**src/design/decode_pkg.sv**
```systemverilog
// Purpose: Shared constants and types for the instruction format decoder
// Assumes: 16-bit words, bit 0 of the documented numbering is the word MSB
// Notes:   Register offsets are byte addresses on the plain register port
package decode_pkg;

  // Word and field widths
  localparam int WORD_W = 16;
  localparam int REG_W  = 3;
  localparam int MAX_WORDS = 4;

  // Base word layout, LSB numbering (documented bit n is [15-n])
  localparam int OPC_LSB   = 8;
  localparam int MODE1_POS = 7;
  localparam int SEL1_LSB  = 4;
  localparam int MODE2_POS = 3;
  localparam int SEL2_LSB  = 0;
  localparam int IMM4_LSB  = 4;
  localparam int LEN1_LSB  = 8;
  localparam int LEN2_LSB  = 0;

  // Register map, byte offsets
  localparam logic [4:0] CTRL_OFS   = 5'h00;
  localparam logic [4:0] STATUS_OFS = 5'h04;
  localparam logic [4:0] COUNT_OFS  = 5'h08;
  localparam logic [4:0] OP1_OFS    = 5'h0C;
  localparam logic [4:0] OP2_OFS    = 5'h10;

  // Reset values
  localparam logic CTRL_EN_RST = 1'b1;

  // Address step between consecutive storage words
  localparam logic [15:0] WORD_STEP = 16'h0002;

  // Six generalized formats
  typedef enum logic [2:0] {
    FMT_REG_REG,
    FMT_IMM_REG,
    FMT_MEM_REG,
    FMT_DIR_REG,
    FMT_MEM_MEM,
    FMT_MEM_MEM_EXT
  } fmt_t;

  // What an operand result designates
  typedef enum logic [1:0] {
    KIND_REG,
    KIND_IMM,
    KIND_MEM
  } kind_t;

  // Formed operand: register number, value, or storage address
  typedef struct packed {
    kind_t             kind;
    logic [WORD_W-1:0] value;
    logic              byte_lo;
  } operand_t;

  // Per-opcode attributes supplied with a start request
  typedef struct packed {
    fmt_t       fmt;
    logic       preidx;
    logic [1:0] mode_fixed;
    logic [1:0] mode_value;
  } instr_attr_t;

endpackage

```
**src/design/instr_format_decode.sv**
```systemverilog
// Purpose: Fetch an instruction and form both operand locations
// Assumes: Storage answers reads later with mem_valid; register file read is
//          asynchronous on reg_sel
// Notes:   Register port: one-cycle strobes, read data the cycle after
// What this block does
// [RULE_01] Base word: 8-bit opcode, two operand fields
// [RULE_02] Fetch one to four words per instruction
// [RULE_03] Register format: two 4-bit register fields
// [RULE_04] Immediate format: 4-bit field is operand one
// [RULE_05] Memory/register: word two addresses operand one
// [RULE_06] Direct format: word two is immediate operand
// [RULE_07] Memory/memory: words two, three give addresses
// [RULE_08] Extended: word four gives both byte lengths
// [RULE_09] Bit 8, bit 12 select operand modes
// [RULE_10] Clear mode direct; set mode location holds address
// [RULE_11] Pointer fetch addresses are always even
// [RULE_12] Nonzero register field enables indexing
// [RULE_13] One-word instructions never index
// [RULE_14] Pre-indexing adds before the pointer fetch
// [RULE_15] Others post-index after the pointer fetch
// [RULE_16] Direct type indexes the immediate value
// [RULE_17] Index sums wrap to 16 bits
// [RULE_18] Wraparound raises no flag
// [RULE_19] Wrong fixed mode bit gives no-operation
// [RULE_20] Low address bit selects byte
// [RULE_21] Indirection is single level
`timescale 1ns/1ps
module instr_format_decode
  import decode_pkg::*;
(
  input  wire logic                  ref_clk,      // 40 MHz clock
  input  wire logic                  reset_n,      // Synchronous reset
  input  wire logic                  start,        // Decode request pulse
  input  wire logic [15:0]           instr_addr,   // Instruction word address
  input  wire decode_pkg::instr_attr_t attr,       // Opcode attributes
  output logic                       done_q,       // Operands ready pulse
  output logic                       nop_q,        // Decoded as no-operation
  output logic [7:0]                 opcode_q,     // Operation code
  output logic [2:0]                 words_q,      // Instruction length, words
  output decode_pkg::operand_t       op1_q,        // First operand
  output decode_pkg::operand_t       op2_q,        // Second operand
  output logic [7:0]                 first_field_length_q,  // Field length one
  output logic [7:0]                 second_field_length_q, // Field length two
  output logic                       mem_rd_q,     // Storage read pulse
  output logic [15:0]                mem_addr_q,   // Storage word address
  input  wire logic                  mem_valid,    // Storage read answer
  input  wire logic [15:0]           mem_rdata,    // Storage read data
  output logic [2:0]                 reg_sel_q,    // Register file select
  input  wire logic [15:0]           reg_rdata,    // Selected register contents
  input  wire logic [4:0]            bus_addr,     // Register byte address
  input  wire logic [31:0]           bus_wdata,    // Register write data
  input  wire logic                  bus_wr,       // Register write strobe
  input  wire logic                  bus_rd,       // Register read strobe
  output logic [31:0]                bus_rdata_q   // Register read data
);

  typedef enum logic [2:0] {
    S_IDLE,
    S_FETCH,
    S_OPER,
    S_REG,
    S_ADDR,
    S_PTR,
    S_DONE
  } state_t;

  state_t            state_q;
  logic [15:0]       word_q [MAX_WORDS];
  logic [1:0]        widx_q;
  logic              opk_q;
  logic              reg_op_q;
  logic              need_x_q;
  logic [15:0]       base_val_q;
  logic [15:0]       x_q;
  logic              en_q;
  logic [15:0]       count_q;
  instr_attr_t       attr_q;
  logic [2:0]        nwords;
  logic              mode_k;
  logic [2:0]        sel_k;
  logic              is_mem_k;
  logic              is_reg_k;
  logic [15:0]       addr_word_k;
  logic [15:0]       sum_pre;
  logic              bad_mode;
  operand_t          result;

  // Length in words per format
  always_comb
  begin
    case (attr_q.fmt)
      FMT_REG_REG, FMT_IMM_REG: nwords = 3'd1;       // RULE_02
      FMT_MEM_REG, FMT_DIR_REG: nwords = 3'd2;       // RULE_02
      FMT_MEM_MEM:              nwords = 3'd3;       // RULE_02
      default:                  nwords = 3'd4;       // RULE_02
    endcase
  end

  // Fields of the operand being formed
  always_comb
  begin
    mode_k      = opk_q ? word_q[0][MODE2_POS] : word_q[0][MODE1_POS];         // RULE_09
    sel_k       = opk_q ? word_q[0][SEL2_LSB +: REG_W] : word_q[0][SEL1_LSB +: REG_W]; // RULE_10
    addr_word_k = opk_q ? word_q[2] : word_q[1];
    is_mem_k    = opk_q ? (attr_q.fmt inside {FMT_MEM_MEM, FMT_MEM_MEM_EXT})
                        : (attr_q.fmt inside {FMT_MEM_REG, FMT_MEM_MEM, FMT_MEM_MEM_EXT});
    is_reg_k    = opk_q ? (attr_q.fmt inside {FMT_REG_REG, FMT_IMM_REG, FMT_MEM_REG, FMT_DIR_REG})
                        : (attr_q.fmt == FMT_REG_REG);
  end

  // Index sum, carry beyond 16 bits dropped without any flag
  assign sum_pre = base_val_q + x_q;                                 // RULE_17 RULE_18

  // Fixed mode bits checked against the base word
  assign bad_mode = (attr_q.mode_fixed[0] && (word_q[0][MODE1_POS] != attr_q.mode_value[0]))
                 || (attr_q.mode_fixed[1] && (word_q[0][MODE2_POS] != attr_q.mode_value[1])); // RULE_19

  // Result for direct address and immediate cases
  always_comb
  begin
    result.kind    = is_mem_k ? KIND_MEM : KIND_IMM;
    result.value   = sum_pre;                                        // RULE_14 RULE_15 RULE_16
    result.byte_lo = sum_pre[0];                                     // RULE_20
  end

  // Control register write
  always_ff @(posedge ref_clk)
  begin
    if (!reset_n)
      en_q <= CTRL_EN_RST;
    else if (bus_wr && bus_addr == CTRL_OFS)
      en_q <= bus_wdata[0];
  end

  // Register read port, answer one cycle after the strobe
  always_ff @(posedge ref_clk)
  begin
    if (!reset_n)
      bus_rdata_q <= 32'h0000_0000;
    else if (bus_rd)
    begin
      case (bus_addr)
        CTRL_OFS:   bus_rdata_q <= {31'h0000_0000, en_q};
        STATUS_OFS: bus_rdata_q <= {30'h0000_0000, nop_q, state_q != S_IDLE};
        COUNT_OFS:  bus_rdata_q <= {16'h0000, count_q};
        OP1_OFS:    bus_rdata_q <= {15'h0000, op1_q.value, op1_q.byte_lo};
        OP2_OFS:    bus_rdata_q <= {15'h0000, op2_q.value, op2_q.byte_lo};
        default:    bus_rdata_q <= 32'h0000_0000;
      endcase
    end
    else
      bus_rdata_q <= 32'h0000_0000;
  end

  // Decoded instruction counter
  always_ff @(posedge ref_clk)
  begin
    if (!reset_n)
      count_q <= 16'h0000;
    else if (done_q)
      count_q <= count_q + 16'h0001;
  end

  // Instruction word storage, indexed by word number
  always_ff @(posedge ref_clk)
  begin
    if (!reset_n)
    begin
      for (int i = 0; i < MAX_WORDS; i++)
        word_q[i] <= 16'h0000;
    end
    else if (state_q == S_FETCH && mem_valid)
      word_q[widx_q] <= mem_rdata;                                   // RULE_01 RULE_02
  end

  // Main sequencer
  always_ff @(posedge ref_clk)
  begin
    if (!reset_n)
    begin
      state_q    <= S_IDLE;
      attr_q     <= '0;
      widx_q     <= 2'd0;
      opk_q      <= 1'b0;
      reg_op_q   <= 1'b0;
      need_x_q   <= 1'b0;
      base_val_q <= 16'h0000;
      x_q        <= 16'h0000;
      mem_rd_q   <= 1'b0;
      mem_addr_q <= 16'h0000;
      reg_sel_q  <= 3'd0;
      done_q     <= 1'b0;
      nop_q      <= 1'b0;
      opcode_q   <= 8'h00;
      words_q    <= 3'd0;
      op1_q      <= '0;
      op2_q      <= '0;
      first_field_length_q  <= 8'h00;
      second_field_length_q <= 8'h00;
    end
    else
    begin
      mem_rd_q <= 1'b0;
      done_q   <= 1'b0;
      case (state_q)
        // Wait for a request and fetch the base word
        S_IDLE:
        begin
          if (start && en_q)
          begin
            attr_q     <= attr;
            widx_q     <= 2'd0;
            mem_rd_q   <= 1'b1;
            mem_addr_q <= {instr_addr[15:1], 1'b0};
            state_q    <= S_FETCH;
          end
        end
        // Collect base and extension words
        S_FETCH:
        begin
          if (mem_valid)
          begin
            if ({1'b0, widx_q} + 3'd1 < nwords)                      // RULE_02
            begin
              widx_q     <= widx_q + 2'd1;
              mem_rd_q   <= 1'b1;
              mem_addr_q <= mem_addr_q + WORD_STEP;
            end
            else
            begin
              opk_q   <= 1'b0;
              words_q <= nwords;
              state_q <= S_OPER;
            end
          end
        end
        // Start forming one operand
        S_OPER:
        begin
          opcode_q <= word_q[0][OPC_LSB +: 8];                       // RULE_01
          x_q      <= 16'h0000;
          reg_op_q <= is_reg_k;
          if (bad_mode)
          begin
            nop_q   <= 1'b1;                                         // RULE_19
            state_q <= S_DONE;
          end
          else if (is_reg_k)
          begin
            // Register operand: number when direct, contents when indirect
            if (mode_k)
            begin
              reg_sel_q <= sel_k;                                    // RULE_10
              state_q   <= S_REG;
            end
            else
            begin
              if (opk_q)
                op2_q <= '{KIND_REG, {12'h000, 1'b0, sel_k}, 1'b0};  // RULE_03
              else
                op1_q <= '{KIND_REG, {12'h000, 1'b0, sel_k}, 1'b0};  // RULE_03
              opk_q   <= 1'b1;
              state_q <= opk_q ? S_DONE : S_OPER;
            end
          end
          else if (!opk_q && attr_q.fmt == FMT_IMM_REG)
          begin
            // Four-bit immediate, never indexed
            op1_q   <= '{KIND_IMM, {12'h000, word_q[0][IMM4_LSB +: 4]}, 1'b0}; // RULE_04 RULE_13
            opk_q   <= 1'b1;
            state_q <= S_OPER;
          end
          else
          begin
            // Address word or 16-bit immediate, indexed on nonzero field
            base_val_q <= addr_word_k;                               // RULE_05 RULE_06 RULE_07
            need_x_q   <= (sel_k != 3'd0);                           // RULE_12
            reg_sel_q  <= sel_k;
            state_q    <= (sel_k != 3'd0) ? S_REG : S_ADDR;          // RULE_12
          end
        end
        // Take register contents as index or as pointer
        S_REG:
        begin
          if (reg_op_q)
          begin
            if (opk_q)
              op2_q <= '{KIND_MEM, reg_rdata, reg_rdata[0]};         // RULE_10 RULE_20
            else
              op1_q <= '{KIND_MEM, reg_rdata, reg_rdata[0]};         // RULE_10 RULE_20
            opk_q   <= 1'b1;
            state_q <= opk_q ? S_DONE : S_OPER;
          end
          else
          begin
            x_q     <= reg_rdata;
            state_q <= S_ADDR;
          end
        end
        // Apply direct result or launch the pointer fetch
        S_ADDR:
        begin
          if (is_mem_k && mode_k)
          begin
            mem_rd_q <= 1'b1;
            if (attr_q.preidx)
            begin
              mem_addr_q <= {sum_pre[15:1], 1'b0};                   // RULE_11 RULE_14
              x_q        <= 16'h0000;
            end
            else
              mem_addr_q <= {base_val_q[15:1], 1'b0};                // RULE_11 RULE_15
            state_q <= S_PTR;
          end
          else
          begin
            if (opk_q)
              op2_q <= result;                                       // RULE_15 RULE_17
            else
              op1_q <= result;                                       // RULE_16 RULE_17
            opk_q   <= 1'b1;
            state_q <= opk_q ? S_DONE : S_OPER;
          end
        end
        // Fetched pointer is final, post-index added if any
        S_PTR:
        begin
          if (mem_valid)
          begin
            if (opk_q)
              op2_q <= '{KIND_MEM, mem_rdata + x_q, mem_rdata[0] ^ x_q[0]}; // RULE_15 RULE_21
            else
              op1_q <= '{KIND_MEM, mem_rdata + x_q, mem_rdata[0] ^ x_q[0]}; // RULE_15 RULE_21
            opk_q   <= 1'b1;
            state_q <= opk_q ? S_DONE : S_OPER;
          end
        end
        // Report lengths and completion
        S_DONE:
        begin
          if (attr_q.fmt == FMT_MEM_MEM_EXT)
          begin
            first_field_length_q  <= word_q[3][LEN1_LSB +: 8];       // RULE_08
            second_field_length_q <= word_q[3][LEN2_LSB +: 8];       // RULE_08
          end
          else
          begin
            first_field_length_q  <= 8'h00;
            second_field_length_q <= 8'h00;
          end
          done_q  <= 1'b1;
          state_q <= S_IDLE;
        end
        default:
          state_q <= S_IDLE;
      endcase
      if (state_q == S_IDLE && start && en_q)
        nop_q <= 1'b0;
    end
  end

endmodule

```
**config.mk**
```make
export PLATFORM = sky130hd
export DESIGN_NAME = instr_format_decode
export DESIGN_NICKNAME = d
export VERILOG_FILES = /design/src/design/decode_pkg.sv /design/src/design/instr_format_decode.sv
export SDC_FILE = /design/constraint.sdc
export NUM_CORES = 1
export LEC_CHECK = 0
export ABC_AREA = 1
export BUFFER_PORTS_ARGS = -buffer_cell sky130_fd_sc_hd__buf_2
export CAP_MARGIN = 20
export CELL_PAD_IN_SITES_DETAIL_PLACEMENT = 1
export CELL_PAD_IN_SITES_GLOBAL_PLACEMENT = 2
export CORE_ASPECT_RATIO = 1.75
export CORE_UTILIZATION = 32
export DETAILED_ROUTE_END_ITERATION = 8
export GPL_ROUTABILITY_DRIVEN = 0
export PLACE_DENSITY_LB_ADDON = 0.1
export SLEW_MARGIN = 20
export SYNTH_ARGS = -nofsm -noshare
export SYNTH_HDL_FRONTEND = slang
export SYNTH_SLANG_ARGS = --single-unit
export TNS_END_PERCENT = 5
```
**constraint.sdc**
```tcl
create_clock -name ref_clk -period 3.3 [get_ports ref_clk]
set_clock_uncertainty 0.15 [all_clocks]
set_input_delay 0.165 -clock ref_clk [delete_from_list [all_inputs] [get_ports ref_clk]]
set_output_delay 0.165 -clock ref_clk [all_outputs]
set_load 0.02 [all_outputs]
```
==> metrics.md <==
| Metric | Value |
|---|---|
| Cell repeated most along the worst path | a21oi_1 |
| Initial DRT Pass Iterations | 4 |
| Main synth FF type | dfxtp_1 |
| CTS H-tree lvls | 1 |
| Max cap viols | 0 |
| RSZ-0062 raised after global routing | no |
| Syn Area/Cell | 7.27 sq um |
| Number of diodes | 0 |
| Fin crit share | between 80% and 90% |
| Kind of critical path | flop to flop |
| Fmax | between 300 and 400 MHz |
| Setup TNS | 0 ps |
| Die area | 0.0389 sq mm |
| Ports | 218 |
| Ys async rst share | 0% |
| Die Span X | 149 microns |
| Skew-Pair Late Insertion Delay | between 500 and 600 ps |
| Slowest stage delay, CP | around 460 ps |
| CTS buffer count | 25 |
| Tot Pwr | between 8 and 9 mW |
| Seq/Total Area, Yosys | a little over two fifths |
| Final Hold Fails | 0 |
| CTS tree | built |
| # DRC | 0 |
| Placed Area | 0.0135 sq mm |
| Final core occ | between 30% and 40% |
| Clock-pin slew on the worst setup and hold paths | 60 ps |
| CP max FO | 22 |
| Detailed Route WL | roughly 45 mm |
| Wire per inst | ~19 microns |
| Port Buffers | roughly 170 |
| Core area | between 0.03 and 0.04 sq mm |
| Critical path arrival | 3050 ps |
| Post-layout min period | 2770 ps |
| Routed vias/inst | roughly 5 |
| Final setup fails | 0 |
| Req. time, crit path | between 3000 and 4000 ps |
| Rows | between 90 and 100 |
| Fin area | 0.0150 sq mm |
| First-pass GRT wire length | between 60 and 70 mm |
| Leak pwr | roughly 7 nW |
| Slew @ Worst Pin | about 990 ps |
| Starting Density | roughly a third |
| Clock buffer depth | 3 |
| Pwr per Cell Area | between 500 and 600 mW/mm^2 |
| Vias | 11830 |
| Worst Setup End Kind | flop |
| Ys Warns | 0 |
| Worst path slowest cell | dfxtp_1 |
| Peak supply drop | approximately 0.00046 V |
| Number of global-route vias before repair | roughly 12000 |
| DP HPWL | between 30 and 40 mm |
| Fin nets | 2039 |
| Grt total ovfl | 0 |
| Synthesis-to-layout area growth | 23.0% |
| Status | finished clean |
| Max-slew violation count | 0 |
| Worst path cell trace | inv_2 -> nand2_2 -> nand2_1 -> ha_1 -> a21oi_1 -> nand3_1 -> nand3_2 -> inv_1 -> o21ai_0 -> a21oi_1 |
| RR Startpoint | attr_q[6] |
| Worst Hold Class | primary input to flop |
| Synthesized area | 0.0122 sq mm |
| DRT antenna net count | 0 |
| Cells after Synth | between 1500 and 2000 |
| Die height | between 200 and 300 microns |
| Yosys reg bits | approximately 230 |
| Initial antenna violation count | 0 |
| Total track usage | about a quarter |
| DRT iter0 DRCs | approximately 450 |
| Worst Setup SP | attr_q[6] |
| CTS sink count | 231 |
| Unique masters post-synth | 55 |
| Startpoint types | flop |
| Hold Crit Start | bus_addr[3] |
| Rel. slew slack | roughly a third |
| CTS Root Cell | clkbuf_16 |
| Layout cells sized above 1 | between 10% and 20% |
| EDFF count, synth | 64 |
| Pin count of the biggest net entering global routing | 94 |
-- layout by cell type (no fill, tap or decap), drive strengths merged, types with 5 or more instances in the layout --
cell and count:
nand2 413, inv 214, nor2 200, buf 194, dfxtp 167, nand3 119
o21ai 116, a21oi 115, dlygate4sd3 65, edfxtp 64, nor3 44, ha 35
clkbuf 33, a31oi 20, conb 16, nand4 14, or2 14, xor2 10
a22oi 7, clkinv 7, nand3b 6, and2 5, o211ai 5, o2bb2ai 5
o221ai 5
-- synthesized netlist by cell type (all sizes together) (6+ instances only) --
master  number  share of area [%]
a21oi      115                4.8
a22oi        7               0.47
a31oi       20                1.0
buf         42                2.2
clkbuf      31               0.96
dfxtp      167                 27
edfxtp      64                 16
ha          35                3.6
inv        211                6.5
nand2      413                 13
nand3      119                5.2
nand3b       6               0.37
nand4       14               0.72
nor2       200                6.5
nor3        44                1.9
o21ai      116                4.8
or2         14               0.72
xor2        10               0.72
-- state kept, by name (all words and copies together) (netlist names), 2 cells and up --
register,flops
op1_q,19
bus_rdata_q,17
x_q,16
base_val_q,16
reg_sel_q,3
words_q,3
state_q,3
first_field_length_q,8
opcode_q,8
second_field_length_q,8
attr_q,8
word_q,64
widx_q,2
count_q,16
mem_addr_q,15
op2_q,19
-- worst max-delay path: cells and delay by family, from the launching register on --
family / cells / cell delay, ps
AO/OA/AOI/OAI: 3 / 560
adder cells (fa/ha/maj): 1 / 330
AND/OR/NAND/NOR: 4 / 810
flip-flops: 1 / 460
buffers and inverters: 2 / 310
-- routing by layer --
metal,wire (microns),vias up,global-route usage [%],part of all wire [%]
li1,-,5908,-,-
met4,1800,0,9.72,4.0
met5,0,-,0,0
met3,1310,81,2.14,2.9
met1,17300,5627,25.1,38
met2,24800,214,46.3,55
-- worst paths after layout --
path	to	slack (ps)	cells past startpoint
worst min-delay path	bus_rdata_q[0]	8	4
worst min register to register	second_field_length_q[2]	320	2
worst max register to register	mem_addr_q[4]	530	10
worst max-delay path	mem_addr_q[4]	530	10
-- cells by family after synthesis --
logic type               share of synthesized area (%)
flip-flops                                        43.2
AO/OA/AOI/OAI                                     13.2
XOR/XNOR                                         0.791
other                                           0.0308
AND/OR/NAND/NOR                                   29.1
adder cells (fa/ha/maj)                           3.92
buffers and inverters                             9.76
-- layout make-up --
type	instances	area (sq um)
flip-flops and latches	231	5270
fillers	4740	22500
clock buffers	33	696
clock inverters	11	150
repair buffers	259	1690
well taps	480	601
inverters	213	800
multi-input cells	1173	5790
-- stage by stage --
| step | setup slack (ps) | cells | hold slack (ps) |
|---|---|---|---|
| after global placement | 625 | 2291 | 270 |
| after CTS | 518 | 2400 | 15.7 |
| after global routing | 289 | 2400 | 52.4 |
| final | 532 | 2400 | 8.07 |
| after floorplan | 611 | 1690 | 158 |
| after detailed placement | 540 | 2291 | 276 |
-- where the power goes --
group	switching [mW]	internal, mW	leakage, nW
sequential	0.243	3.16	2.02
combinational	1.43	0.678	4.58
clock	1.22	1.73	0.418
total	2.89	5.57	7.02
-- timing repair --
action                                 CTS  global route
resized for setup                        0             0
endpoints found under the hold margin  130             0
hold buffers                            65             0
setup buffers                            0             0
(Power assumes the default switching activity.)
